$ cat config.mk
export PLATFORM = sky130hd
export DESIGN_NAME = uefc_top
export DESIGN_NICKNAME = d
export VERILOG_FILES = /design/src/rtl/uefc_pkg.sv /design/src/rtl/uefc_top.sv
export VERILOG_INCLUDE_DIRS = /design/src /design/src/rtl
export SDC_FILE = /design/constraint.sdc
export NUM_CORES = 2
export LEC_CHECK = 0
export BUFFER_PORTS_ARGS = -buffer_cell sky130_fd_sc_hd__buf_2
export CELL_PAD_IN_SITES_DETAIL_PLACEMENT = 2
export CELL_PAD_IN_SITES_GLOBAL_PLACEMENT = 2
export CORE_AREA = 2 2 516 518
export CTS_BUF_LIST = sky130_fd_sc_hd__clkbuf_2
export DETAILED_ROUTE_END_ITERATION = 10
export DIE_AREA = 0 0 518 520
export GPL_TIMING_DRIVEN = 0
export PLACE_DENSITY_LB_ADDON = 0.08
export SKIP_LAST_GASP = 1
export SYNTH_ARGS = -nofsm -noshare
export SYNTH_HDL_FRONTEND = slang
export SYNTH_SLANG_ARGS = --single-unit
$ cat constraint.sdc
create_clock -name clk_i -period 8.5 [get_ports clk_i]
set_input_delay 0.85 -clock clk_i [delete_from_list [all_inputs] [get_ports clk_i]]
set_output_delay 0.85 -clock clk_i [all_outputs]
set_load 0.01 [all_outputs]
$ cat src/rtl/uefc_consts.svh
// constants for the usb endpoint buffer and control logic
`ifndef UEFC_CONSTS_SVH
`define UEFC_CONSTS_SVH
`define UEFC_NUM_EP 5
`define UEFC_BUF_BYTES 32
`define UEFC_PTR_W 5
`define UEFC_HALF_BUF 8'h10
`define UEFC_EP0_LARGEST_PACKET_BYTES_RST 8'h08
`define UEFC_EPX_LARGEST_PACKET_BYTES_RST 8'h00
`define UEFC_CTL_RST 8'h00
`define UEFC_REG_CSR 3'h0
`define UEFC_REG_OCSR 3'h1
`define UEFC_REG_IMAXP 3'h2
`define UEFC_REG_OMAXP 3'h3
`define UEFC_REG_CNT 3'h4
`define UEFC_REG_DATA 3'h5
`define UEFC_B_PKT 0
`define UEFC_B_RUN 1
`define UEFC_B_STALL 2
`define UEFC_B_ISO 3
`define UEFC_B_B4 4
`define UEFC_B_B5 5
`define UEFC_B_FLUSH 6
`define UEFC_B_AUTO 7
`define UEFC_E0_TXRDY 1
`define UEFC_E0_RXREL 6
`define UEFC_E0_ENDREL 7
`endif

$ cat src/rtl/uefc_pkg.sv
// shared types of the usb endpoint buffer and control logic
package uefc_pkg;
`include "uefc_consts.svh"
	typedef logic [7:0] uefc_byte_type;
	typedef logic [`UEFC_PTR_W-1:0] uefc_ptr_type;
endpackage : uefc_pkg

$ cat src/rtl/uefc_top.sv
// endpoint control, status and packet buffers of a full-speed usb function
// Functional notes
// - endpoint 0: writing one to bit 6 or 7 clears rx-ready or early-end
// - endpoint 0 largest packet size resets to 8, used both directions
// - good OUT packet loads its byte count for the cpu to read
// - tx loaded write and each sent packet update pointers and status
// - iso IN token with empty buffer sets underrun and shared interrupt
// - stall request bit makes its own direction answer STALL; the endpoint 0 bit stalls both
// - iso IN endpoint always sends DATA0
// - setting then clearing iso bit resets the data toggle to DATA0
// - interrupt-type bit makes IN endpoint a status-change endpoint
// - tx occupied bit is one while a whole packet is buffered
// - flush empties one packet or drops the older of two
// - auto-arm sets tx loaded after a full packet is written
// - good OUT packet sets rx waiting; cpu writing zero releases it
// - iso OUT token with two packets held sets overrun and interrupt
// - iso OUT endpoint accepts DATA0 or DATA1
// - oversize OUT packet sets forced stall until cpu writes zero
// - iso packet with crc or stuffing error sets data error flag
// - auto-release clears rx waiting after a full packet is read
// - single buffering for endpoint 0 or when size above half buffer, else dual
// - endpoints 1-4 largest packet sizes reset to zero
// - data port writes fill tx buffer, reads drain rx buffer
`timescale 1ns/1ps
`include "uefc_consts.svh"
module uefc_top import uefc_pkg::*; (
	input wire logic clk_i,
	input wire logic rst_i,
	input wire logic ce_i,
	input wire logic wb_cyc_i,
	input wire logic wb_stb_i,
	input wire logic wb_we_i,
	input wire logic [7:0] wb_adr_i,
	input wire logic [3:0] wb_sel_i,
	input wire logic [31:0] wb_dat_i,
	output logic [31:0] wb_dat_o,
	output logic wb_ack_o,
	input wire logic [2:0] sie_ep_i,
	input wire logic sie_in_token_i,
	input wire logic sie_out_token_i,
	input wire logic sie_tx_rd_i,
	input wire logic sie_tx_done_i,
	input wire logic sie_rx_wr_i,
	input wire logic [7:0] sie_rx_data_i,
	input wire logic sie_rx_ok_i,
	input wire logic sie_rx_bad_i,
	input wire logic sie_setup_end_i,
	output logic [7:0] sie_tx_data_o,
	output logic [7:0] sie_tx_len_o,
	output logic sie_tx_ready_o,
	output logic sie_tx_pid1_o,
	output logic sie_rx_pid1_o,
	output logic sie_rx_any_pid_o,
	output logic sie_rx_room_o,
	output logic sie_in_stall_o,
	output logic sie_out_stall_o,
	output logic status_change_endpoint_o,
	output logic shared_iso_error_interrupt_o
);
	localparam int NE = `UEFC_NUM_EP;
	localparam int NB = `UEFC_BUF_BYTES;

	// packets that fit: one when size is above half the buffer
	function automatic logic [1:0] cap_f(input uefc_byte_type m);
		return (m > `UEFC_HALF_BUF) ? 2'h1 : 2'h2;
	endfunction : cap_f

	// circular pointer step by a byte count
	function automatic uefc_ptr_type adv_f(input uefc_ptr_type p,
		input uefc_byte_type n);
		return p + n[`UEFC_PTR_W-1:0];
	endfunction : adv_f

	uefc_byte_type tx_mem [NE][NB];
	uefc_byte_type rx_mem [NE][NB];
	uefc_byte_type in_largest_packet_bytes_reg [NE];
	uefc_byte_type out_largest_packet_bytes_reg [NE];
	logic [7:0] in_ctl_reg [NE];
	logic [7:0] out_ctl_reg [NE];
	logic e0_early_reg;
	uefc_ptr_type tx_wp_reg [NE];
	uefc_ptr_type tx_rb_reg [NE];
	uefc_ptr_type tx_ro_reg [NE];
	uefc_byte_type tx_cur_reg [NE];
	uefc_byte_type tx_len_reg [NE][2];
	logic [1:0] tx_n_reg [NE];
	logic tx_hd_reg [NE];
	uefc_ptr_type rx_wb_reg [NE];
	uefc_ptr_type rx_rb_reg [NE];
	uefc_ptr_type rx_ro_reg [NE];
	uefc_byte_type rx_wo_reg [NE];
	uefc_byte_type rx_len_reg [NE][2];
	logic [1:0] rx_n_reg [NE];
	logic rx_hd_reg [NE];
	logic [NE-1:0] tx_tg_reg;
	logic [NE-1:0] rx_tg_reg;
	logic [NE-1:0] iso_in_prev_reg;
	logic [NE-1:0] iso_out_prev_reg;
	logic ack_reg;
	logic [31:0] dat_reg;
	logic irq_reg;
	uefc_byte_type sdat_reg;
	uefc_byte_type slen_reg;

	logic acc, wr, rd, a_hit;
	logic [2:0] a_ep, a_rg, ai, si;
	uefc_byte_type d, rdata;
	uefc_byte_type rmax [NE];
	logic [1:0] tcap [NE];
	logic [1:0] rcap [NE];
	logic [NE-1:0] tx_byte, tx_push, tx_pop, tx_rd;
	logic [NE-1:0] rx_rd, rx_pop, rx_byte, rx_acc, rx_big;
	logic [NE-1:0] tx_done, under_set, over_set, derr_set;
	logic [NE-1:0] w_csr, w_ocsr;

	// bus decode: the access acts on the edge that shows ack
	assign acc = wb_cyc_i & wb_stb_i & ack_reg & ce_i;
	assign wr = acc & wb_we_i & wb_sel_i[0];
	assign rd = acc & ~wb_we_i;
	assign a_ep = wb_adr_i[7:5];
	assign a_rg = wb_adr_i[4:2];
	assign a_hit = (a_ep < 3'(NE)) && (wb_adr_i[1:0] == 2'h0);
	assign ai = a_hit ? a_ep : 3'h0;
	assign si = (sie_ep_i < 3'(NE)) ? sie_ep_i : 3'h0;
	assign d = wb_dat_i[7:0];

	// per endpoint events from the cpu port and the serial engine
	always_comb begin
		for (int e = 0; e < NE; e++) begin
			rmax[e] = (e == 0) ? in_largest_packet_bytes_reg[0] : out_largest_packet_bytes_reg[e];
			tcap[e] = (e == 0) ? 2'h1 : cap_f(in_largest_packet_bytes_reg[e]);
			rcap[e] = (e == 0) ? 2'h1 : cap_f(rmax[e]);
			w_csr[e] = wr && a_hit && a_ep == 3'(e) && a_rg == `UEFC_REG_CSR;
			w_ocsr[e] = wr && a_hit && a_ep == 3'(e) && e != 0
				&& a_rg == `UEFC_REG_OCSR;
			tx_byte[e] = wr && a_hit && a_ep == 3'(e)
				&& a_rg == `UEFC_REG_DATA;
			rx_rd[e] = rd && a_hit && a_ep == 3'(e)
				&& a_rg == `UEFC_REG_DATA && rx_n_reg[e] != 2'h0;
			tx_push[e] = (w_csr[e] && d[(e == 0) ? `UEFC_E0_TXRDY
				: `UEFC_B_PKT]) || (tx_byte[e] && e != 0
				&& in_ctl_reg[e][`UEFC_B_AUTO]
				&& tx_cur_reg[e] + 8'h01 == in_largest_packet_bytes_reg[e]);
			tx_done[e] = sie_tx_done_i && si == 3'(e);
			tx_pop[e] = (tx_done[e] || (w_csr[e] && e != 0
				&& d[`UEFC_B_FLUSH])) && tx_n_reg[e] != 2'h0;
			tx_rd[e] = sie_tx_rd_i && si == 3'(e);
			rx_pop[e] = ((w_csr[e] && e == 0 && d[`UEFC_E0_RXREL])
				|| (w_ocsr[e] && (!d[`UEFC_B_PKT] || d[`UEFC_B_FLUSH]))
				|| (rx_rd[e] && e != 0 && out_ctl_reg[e][`UEFC_B_AUTO]
				&& {3'h0, rx_ro_reg[e]} + 8'h01 == rmax[e]))
				&& rx_n_reg[e] != 2'h0;
			rx_byte[e] = sie_rx_wr_i && si == 3'(e);
			rx_big[e] = sie_rx_ok_i && si == 3'(e)
				&& rx_wo_reg[e] > rmax[e];
			rx_acc[e] = sie_rx_ok_i && si == 3'(e) && !rx_big[e]
				&& rx_n_reg[e] < rcap[e];
			under_set[e] = sie_in_token_i && si == 3'(e) && e != 0
				&& in_ctl_reg[e][`UEFC_B_ISO]
				&& tx_n_reg[e] == 2'h0;
			over_set[e] = sie_out_token_i && si == 3'(e) && e != 0
				&& out_ctl_reg[e][`UEFC_B_ISO]
				&& rx_n_reg[e] == 2'h2;
			derr_set[e] = sie_rx_bad_i && si == 3'(e) && e != 0
				&& out_ctl_reg[e][`UEFC_B_ISO];
		end
	end

	// transmit buffer pointers and packet bookkeeping
	always_ff @(posedge clk_i) begin
		for (int e = 0; e < NE; e++) begin
			if (rst_i) begin
				tx_wp_reg[e] <= '0;
				tx_rb_reg[e] <= '0;
				tx_ro_reg[e] <= '0;
				tx_cur_reg[e] <= 8'h00;
				tx_len_reg[e][0] <= 8'h00;
				tx_len_reg[e][1] <= 8'h00;
				tx_n_reg[e] <= 2'h0;
				tx_hd_reg[e] <= 1'b0;
			end else if (ce_i) begin
				if (tx_byte[e]) begin
					tx_wp_reg[e] <= tx_wp_reg[e] + 1'b1;
					tx_cur_reg[e] <= tx_cur_reg[e] + 8'h01;
				end
				if (tx_rd[e]) begin
					tx_ro_reg[e] <= tx_ro_reg[e] + 1'b1;
				end
				if (tx_push[e] && tx_n_reg[e] < tcap[e]) begin
					tx_len_reg[e][tx_hd_reg[e] ^ tx_n_reg[e][0]] <=
						tx_cur_reg[e] + (tx_byte[e] ? 8'h01 : 8'h00);
					tx_cur_reg[e] <= 8'h00;
				end
				if (tx_pop[e]) begin
					tx_rb_reg[e] <= adv_f(tx_rb_reg[e],
						tx_len_reg[e][tx_hd_reg[e]]);
					tx_ro_reg[e] <= '0;
					tx_hd_reg[e] <= ~tx_hd_reg[e];
				end
				tx_n_reg[e] <= tx_n_reg[e]
					+ {1'b0, tx_push[e] && tx_n_reg[e] < tcap[e]}
					- {1'b0, tx_pop[e]};
			end
		end
	end

	// receive buffer pointers, counts and packet bookkeeping
	always_ff @(posedge clk_i) begin
		for (int e = 0; e < NE; e++) begin
			if (rst_i) begin
				rx_wb_reg[e] <= '0;
				rx_rb_reg[e] <= '0;
				rx_ro_reg[e] <= '0;
				rx_wo_reg[e] <= 8'h00;
				rx_len_reg[e][0] <= 8'h00;
				rx_len_reg[e][1] <= 8'h00;
				rx_n_reg[e] <= 2'h0;
				rx_hd_reg[e] <= 1'b0;
			end else if (ce_i) begin
				if (rx_byte[e] && rx_wo_reg[e] != 8'hFF) begin
					rx_wo_reg[e] <= rx_wo_reg[e] + 8'h01;
				end
				if ((sie_out_token_i || sie_rx_ok_i || sie_rx_bad_i)
					&& si == 3'(e)) begin
					rx_wo_reg[e] <= 8'h00; // bad or refused data is dropped
				end
				if (rx_acc[e]) begin
					rx_len_reg[e][rx_hd_reg[e] ^ rx_n_reg[e][0]] <=
						rx_wo_reg[e];
					rx_wb_reg[e] <= adv_f(rx_wb_reg[e], rx_wo_reg[e]);
				end
				if (rx_rd[e]) begin
					rx_ro_reg[e] <= rx_ro_reg[e] + 1'b1;
				end
				if (rx_pop[e]) begin
					rx_rb_reg[e] <= adv_f(rx_rb_reg[e],
						rx_len_reg[e][rx_hd_reg[e]]);
					rx_ro_reg[e] <= '0;
					rx_hd_reg[e] <= ~rx_hd_reg[e];
				end
				rx_n_reg[e] <= rx_n_reg[e] + {1'b0, rx_acc[e]}
					- {1'b0, rx_pop[e]};
			end
		end
	end

	// byte storage; tx bytes always written, rx bytes only while the receive side has room
	always_ff @(posedge clk_i) begin
		if (ce_i) begin
			for (int e = 0; e < NE; e++) begin
				if (tx_byte[e]) begin
					tx_mem[e][tx_wp_reg[e]] <= d;
				end
				if (rx_byte[e] && rx_n_reg[e] < rcap[e]
					&& rx_wo_reg[e] < rmax[e]) begin
					rx_mem[e][adv_f(rx_wb_reg[e], rx_wo_reg[e])] <=
						sie_rx_data_i;
				end
			end
		end
	end

	// control bits, sticky flags and packet size settings
	always_ff @(posedge clk_i) begin
		if (rst_i) begin
			e0_early_reg <= 1'b0;
			for (int e = 0; e < NE; e++) begin
				in_ctl_reg[e] <= `UEFC_CTL_RST;
				out_ctl_reg[e] <= `UEFC_CTL_RST;
				in_largest_packet_bytes_reg[e] <= (e == 0) ? `UEFC_EP0_LARGEST_PACKET_BYTES_RST
					: `UEFC_EPX_LARGEST_PACKET_BYTES_RST;
				out_largest_packet_bytes_reg[e] <= `UEFC_EPX_LARGEST_PACKET_BYTES_RST;
			end
		end else if (ce_i) begin
			if (w_csr[0] && d[`UEFC_E0_ENDREL]) begin
				e0_early_reg <= 1'b0;
			end
			if (sie_setup_end_i) begin
				e0_early_reg <= 1'b1;
			end
			for (int e = 0; e < NE; e++) begin
				if (w_csr[e]) begin
					in_ctl_reg[e][`UEFC_B_STALL] <= d[`UEFC_B_STALL];
					in_ctl_reg[e][`UEFC_B_ISO] <= d[`UEFC_B_ISO];
					if (e != 0) begin
						in_ctl_reg[e][`UEFC_B_B4] <= d[`UEFC_B_B4];
						in_ctl_reg[e][`UEFC_B_AUTO] <= d[`UEFC_B_AUTO];
						if (!d[`UEFC_B_RUN]) begin
							in_ctl_reg[e][`UEFC_B_RUN] <= 1'b0;
						end
					end else if (!d[`UEFC_B_B4]) begin
						out_ctl_reg[0][`UEFC_B_B4] <= 1'b0;
					end
				end
				if (w_ocsr[e]) begin
					out_ctl_reg[e][`UEFC_B_STALL] <= d[`UEFC_B_STALL];
					out_ctl_reg[e][`UEFC_B_ISO] <= d[`UEFC_B_ISO];
					out_ctl_reg[e][`UEFC_B_AUTO] <= d[`UEFC_B_AUTO];
					for (int b = `UEFC_B_RUN; b <= `UEFC_B_B5; b++) begin
						if (b != `UEFC_B_STALL && b != `UEFC_B_ISO && !d[b]) begin
							out_ctl_reg[e][b] <= 1'b0;
						end
					end
				end
				if (wr && a_hit && a_ep == 3'(e) && a_rg == `UEFC_REG_IMAXP) begin
					in_largest_packet_bytes_reg[e] <= d;
				end
				if (wr && a_hit && a_ep == 3'(e) && e != 0
					&& a_rg == `UEFC_REG_OMAXP) begin
					out_largest_packet_bytes_reg[e] <= d;
				end
				// hardware sets win over a clear in the same cycle
				if (under_set[e]) begin
					in_ctl_reg[e][`UEFC_B_RUN] <= 1'b1;
				end
				if (over_set[e]) begin
					out_ctl_reg[e][`UEFC_B_RUN] <= 1'b1;
				end
				if (rx_big[e]) begin
					out_ctl_reg[e][`UEFC_B_B4] <= 1'b1;
				end
				if (derr_set[e]) begin
					out_ctl_reg[e][`UEFC_B_B5] <= 1'b1;
				end
			end
		end
	end

	// data toggles; a falling iso bit reinitialises to DATA0
	always_ff @(posedge clk_i) begin
		if (rst_i) begin
			tx_tg_reg <= '0;
			rx_tg_reg <= '0;
			iso_in_prev_reg <= '0;
			iso_out_prev_reg <= '0;
		end else if (ce_i) begin
			for (int e = 0; e < NE; e++) begin
				iso_in_prev_reg[e] <= in_ctl_reg[e][`UEFC_B_ISO];
				iso_out_prev_reg[e] <= out_ctl_reg[e][`UEFC_B_ISO];
				if (iso_in_prev_reg[e] && !in_ctl_reg[e][`UEFC_B_ISO]) begin
					tx_tg_reg[e] <= 1'b0;
				end else if (tx_done[e] && !in_ctl_reg[e][`UEFC_B_ISO]) begin
					tx_tg_reg[e] <= ~tx_tg_reg[e];
				end
				if (iso_out_prev_reg[e] && !out_ctl_reg[e][`UEFC_B_ISO]) begin
					rx_tg_reg[e] <= 1'b0;
				end else if (rx_acc[e]) begin
					rx_tg_reg[e] <= ~rx_tg_reg[e];
				end
			end
		end
	end

	// register read view of the addressed endpoint
	always_comb begin
		rdata = 8'h00;
		if (a_hit) begin
			unique case (a_rg)
				`UEFC_REG_CSR: begin
					if (ai == 3'h0) begin
						rdata = {2'h0, e0_early_reg, out_ctl_reg[0][`UEFC_B_B4],
							in_ctl_reg[0][`UEFC_B_ISO], in_ctl_reg[0][`UEFC_B_STALL],
							tx_n_reg[0] != 2'h0, rx_n_reg[0] != 2'h0};
					end else begin
						rdata = {in_ctl_reg[ai][`UEFC_B_AUTO], 1'b0,
							tx_n_reg[ai] != 2'h0,
							in_ctl_reg[ai][4:1],
							tx_n_reg[ai] == tcap[ai]};
					end
				end
				`UEFC_REG_OCSR: begin
					if (ai != 3'h0) begin
						rdata = {out_ctl_reg[ai][`UEFC_B_AUTO], 1'b0,
							out_ctl_reg[ai][5:1], rx_n_reg[ai] != 2'h0};
					end
				end
				`UEFC_REG_IMAXP: rdata = in_largest_packet_bytes_reg[ai];
				`UEFC_REG_OMAXP: rdata = (ai != 3'h0) ? out_largest_packet_bytes_reg[ai] : 8'h00;
				`UEFC_REG_CNT: begin
					if (rx_n_reg[ai] != 2'h0) begin
						rdata = rx_len_reg[ai][rx_hd_reg[ai]];
					end
				end
				`UEFC_REG_DATA: begin
					rdata = rx_mem[ai][adv_f(rx_rb_reg[ai],
						{3'h0, rx_ro_reg[ai]})];
				end
				default: rdata = 8'h00;
			endcase
		end
	end

	// wishbone slave: ack one cycle after the request, unmapped reads zero
	always_ff @(posedge clk_i) begin
		if (rst_i) begin
			ack_reg <= 1'b0;
			dat_reg <= 32'h0000_0000;
		end else if (ce_i) begin
			ack_reg <= wb_cyc_i & wb_stb_i & ~ack_reg;
			if (wb_cyc_i && wb_stb_i && !ack_reg) begin
				dat_reg <= {24'h00_0000, rdata};
			end
		end
	end

	// serial side data and the shared iso error event
	always_ff @(posedge clk_i) begin
		if (rst_i) begin
			sdat_reg <= 8'h00;
			slen_reg <= 8'h00;
			irq_reg <= 1'b0;
		end else if (ce_i) begin
			if (sie_tx_rd_i) begin
				sdat_reg <= tx_mem[si][adv_f(tx_rb_reg[si],
					{3'h0, tx_ro_reg[si]})];
			end
			slen_reg <= (tx_n_reg[si] != 2'h0)
				? tx_len_reg[si][tx_hd_reg[si]] : 8'h00;
			irq_reg <= |(under_set | over_set);
		end
	end

	assign wb_ack_o = ack_reg;
	assign wb_dat_o = dat_reg;
	assign sie_tx_data_o = sdat_reg;
	assign sie_tx_len_o = slen_reg;
	assign shared_iso_error_interrupt_o = irq_reg;

	// handshake steering for the endpoint the serial engine selects
	assign sie_tx_ready_o = tx_n_reg[si] != 2'h0;
	assign sie_tx_pid1_o = tx_tg_reg[si]
		& ~in_ctl_reg[si][`UEFC_B_ISO];
	assign sie_rx_pid1_o = rx_tg_reg[si];
	assign sie_rx_any_pid_o = out_ctl_reg[si][`UEFC_B_ISO];
	assign sie_rx_room_o = rx_n_reg[si] < rcap[si];
	assign sie_in_stall_o = in_ctl_reg[si][`UEFC_B_STALL]
		| ((si == 3'h0) & out_ctl_reg[0][`UEFC_B_B4]);
	assign sie_out_stall_o = ((si == 3'h0) ? in_ctl_reg[0][`UEFC_B_STALL]
		: out_ctl_reg[si][`UEFC_B_STALL])
		| out_ctl_reg[si][`UEFC_B_B4];
	assign status_change_endpoint_o = (si != 3'h0)
		& in_ctl_reg[si][`UEFC_B_B4];
endmodule : uefc_top

==> impl_metrics.toml, run 1 <==
[outcome]
status = "aborted with a tool error"
lastStage = "3_5_place_dp"
tool.error = "[ERROR DPL-0033] detailed placement checks failed during check placement."

[placement]
portBuffers = 68
place_congestion = 1.14
dp_hpwl_um = 596000

[synth]
ys_seq_elements = 3145
avgSynthCellArea_sq_um = 14.2
synth_cell_type_count = 103
synth_edf_count = 3099
syn-instance-count = 9595
syn_area_sq_um = 137000
ys_async_sr_fraction_pct = 0
ys_warn_count = 0
synthFlopType = "edfxtp_1"
ys_seq_area_share_pct = 68.8

[floorplan]
ios = 127
start_util_pct = 51.7
rows = 189
fp.dieW_um = 518
dieHeight_um = 520
-- synth_stat cells (all sizes together), types with 13 or more instances --
| cell type | n | area (sq um) |
|---|---|---|
| a22o | 15 | 131 |
| a311oi | 48 | 420 |
| nor2b | 36 | 225 |
| a22oi | 21 | 163 |
| nor4 | 34 | 213 |
| or2 | 23 | 144 |
| o31ai | 19 | 143 |
| buf | 331 | 1660 |
| a221o | 34 | 340 |
| mux2i | 178 | 1780 |
| xor2 | 161 | 1410 |
| nand2b | 32 | 200 |
| and3 | 120 | 751 |
| a221oi | 111 | 991 |
| mux4 | 291 | 6550 |
| fa | 17 | 340 |
| and2 | 105 | 657 |
| nor2 | 1034 | 3900 |
| a211o | 16 | 140 |
| o21ai | 296 | 1480 |
| a21o | 47 | 353 |
| xnor2 | 133 | 1160 |
| clkbuf | 275 | 1030 |
| o221ai | 103 | 902 |
| o22ai | 199 | 1240 |
| dfxtp | 46 | 921 |
| nand4 | 42 | 263 |
| o211ai | 47 | 358 |
| a31oi | 160 | 1000 |
| a21oi | 321 | 1610 |
| nor3 | 146 | 753 |
| o311ai | 24 | 210 |
| ha | 187 | 2340 |
| mux2 | 97 | 1090 |
| o21a | 13 | 97.6 |
| inv | 170 | 638 |
| nand3 | 251 | 1260 |
| nand2 | 978 | 3670 |
| a211oi | 86 | 663 |
| edfxtp | 3099 | 93100 |
| a2111oi | 25 | 244 |
| or3 | 22 | 138 |
| nand3b | 24 | 180 |
-- logic make-up after synthesis --
group | synth area share, %
AOI/OAI and AO/OA | 8.47
and+or+nand+nor | 9.36
buffers and inverters | 2.45
muxes | 6.91
xor gates and xnor gates | 1.99
DFF | 68.8
other | 0.00275
adders and majority gates | 1.99
-- per-stage QoR --
step	TNS [ns]	instance area, sq um	std cells	hold slack, ns
2_1_floorplan	0	137000	9618	0.440
3_3_place_gp	-238.83	141000	13200	0.476
==> run 2: changes to the inputs <==
Settings changed: CELL_PAD_IN_SITES_DETAIL_PLACEMENT 2 to not set, CELL_PAD_IN_SITES_GLOBAL_PLACEMENT 2 to not set, CORE_AREA 2 2 516 518 to 2 2 588 590, CTS_BUF_LIST sky130_fd_sc_hd__clkbuf_2 to not set, DIE_AREA 0 0 518 520 to 0 0 590 592, PLACE_DENSITY_LB_ADDON 0.08 to 0.15.
==> impl_metrics.toml, run 2 <==
[sta]
worstMarginPinSlew_ns = 1.70
slew_violations = 346
final.setup_skew_ns = 0.0895
min_period_over_period_pct = 108
period_minus_slack_ns = 9.19
finalSetupViolations = 16
setup-tns-final_ns = -5.93
finalWorstSetupSlack_ns = -0.685
max_freq_mhz = 109
hold_ws_ns = 0.276
hold_violations = 0
slew_headroom_pct = -13.4

[outcome]
status = "finished with violations"
violations = "max-capacitance violations, max-slew violations, negative setup slack"

[floorplan]
rows = 215
die_area_sq_um = 349000
fp.dieW_um = 590
start_util_pct = 39.9
dieHeight_um = 592
core_area_sq_um = 342000
ios = 127

[placement]
placed_cells = 14300
dp_hpwl_um = 542000
dpl-instance-area_sq_um = 145000
place_ws_ns = -5.33
place_congestion = 1.10
portBuffers = 68

[setup_path]
cp_common_cell = "buf_2"
cpLargestDelayFamily = "buffers and inverters"
worstSetupPathType = "in -> reg"
max_stage_delay_ns = 0.91
startpoint_type = "primary input"
ff2ff_setup_slack_ns = 2.01
crit_slowest_cell = "xor2_2"
worst-endpoint-required_ns = 9.27
critPathBufInv = 11
cp_cell_sequence = "buf_2 > buf_4 > or4b_1 > buf_2 > buf_2 > buf_2 > buf_2 > buf_6 > nand2_1 > a31oi_1 > nand2_1 > nand2_1 > ha_1 > inv_1 > fa_2 > xor2_2 > clkbuf_2 > clkbuf_2 > o21ai_0 > nor3_2 > a221oi_1 > o32ai_2 > buf_4 > a311oi_1"
arrival_ns = 9.96
cp_max_fo = 19
end_kind = "flip-flop"

[route]
drc = 0
detail-route-antenna-nets = 0
first_pass_iters = 9
wl_um = 771000
routedWlPerCell_um = 51.2
vias = 105000
vias_per_cell = 6.95
drt-initial-drc-count = 21500

[global_route]
grt_use_met3_pct = 19.7
antenna_found_initial = 142
use_met2_pct = 58.5
grt_max_degree = 112
grtUsageTotal_pct = 43.2
grt_pass1_wl_um = 971000
grt_overflow = 0
use_met1_pct = 56.5
busiest_layer = "met2"
grt_pass1_vias = 93400

[synth]
synth_common_cells = "edfxtp_1, nor2_1, nand2_1"
ys_warn_count = 0
synthFlopType = "edfxtp_1"
syn_area_sq_um = 137000
yosys-top-cells-area = "edfxtp_1, mux4_2, nor2_1"
yosys.area.top_type = "edfxtp_1"
ys_async_sr_fraction_pct = 0
synth_top_area_share_pct = 68.2
syn-instance-count = 9595
synth_edf_count = 3099
synth_cell_type_count = 103
avgSynthCellArea_sq_um = 14.2
ys_seq_area_share_pct = 68.8
ys_seq_elements = 3145
synth.most_common_cell = "edfxtp_1"

[clocking]
worstSkewPairLatency_ns = 1.01
hold_buffers = 0
h-tree-depth = 5
cts_buffers = 353
clock_sinks = 3145
path_clk_slew_ns = 0.06
clockRootBuffer = "clkbuf_16"
clock_path_buffers = 4
cts_tree = "built"

[power_and_ir_drop]
p_leak_nw = 52.6
p_total_mw = 38.1
ir_worst_vdd_v = 0.000176
power.density_nw_per_um2 = 242

[cells_and_area]
drive_gt1_share_pct = 15.6
mostFrequentLayoutCells = "edfxtp_1, nor2_1, nand2_1"
layout_commonest_cell = "edfxtp_1"
post-route-util_pct = 45.9
fin_cells = 15100
area_growth_pct = 15.1
nets = 10400
finalInstanceArea_sq_um = 157000

[worst_hold_path]
hold_class = "in -> reg"

[flow_run]
cap_violations = 43
## run 2: cell counts after synthesis
Identical to the previous run, type by type.
## run 2: final cells by class
class	count	area, sq um
clock buffer	430	9320
buffer	592	2990
tap	4557	5700
clock inverter	212	1870
inverter	173	649
sequential	3145	94000
antenna	81	203
fill	30500	185000
timing repair buffer	187	2630
multi-input combinational	5694	39800
## run 2: timing repair
action                     4_1_cts  5_1_grt
resized for setup              128       24
setup buffers                    4        2
setup endpoints to repair       16       14
pin swaps                        5        2
## run 2: logic make-up (layout without fill, tap and decap cells)
group | Yosys count | in the layout | synth area share (%)
AO/OA/AOI/OAI | 1703 | 1703 | 8.47
AND/OR/NAND/NOR | 2893 | 2893 | 9.36
adder cells (fa/ha/maj) | 208 | 208 | 1.99
flip-flops | 3145 | 3145 | 68.8
multiplexers | 566 | 566 | 6.91
other | 1 | 105 | 0.00275
XOR/XNOR | 300 | 300 | 1.99
buffers and inverters | 779 | 1594 | 2.45
## run 2: worst paths after layout
check / from / endpoint / cells past startpoint
hold reg to reg: sie_tx_len_o[1] / sie_tx_len_o[1] / 1
setup reg to reg: out_largest_packet_bytes_reg[3][0] / rx_mem[3][2] / 10
hold / removal: sie_setup_end_i / e0_early_reg / 3
setup / recovery: wb_adr_i[7] / wb_dat_o[3] / 24
## run 2: tightest hold or removal path: cells and delay by family
family                 cells  cell delay (ns)
AO/OA/AOI/OAI              1             0.10
buffers and inverters      1             0.14
AND/OR/NAND/NOR            1             0.09
## run 2: routing by layer
metal	up-vias	part of all wire, %
li1	38200	-
met1	54300	37
met2	9929	39
met3	2225	16
met4	66	7.3
met5	-	0.095
## run 2: where the power goes
group | leakage (nW) | switching [mW] | internal [mW]
combinational | 18.2 | 4.22 | 1.16
sequential | 29.0 | 0.149 | 17.1
clock | 5.47 | 6.80 | 8.62
total | 52.6 | 11.2 | 26.9
No activity file was read; power rests on OpenSTA's default activity.
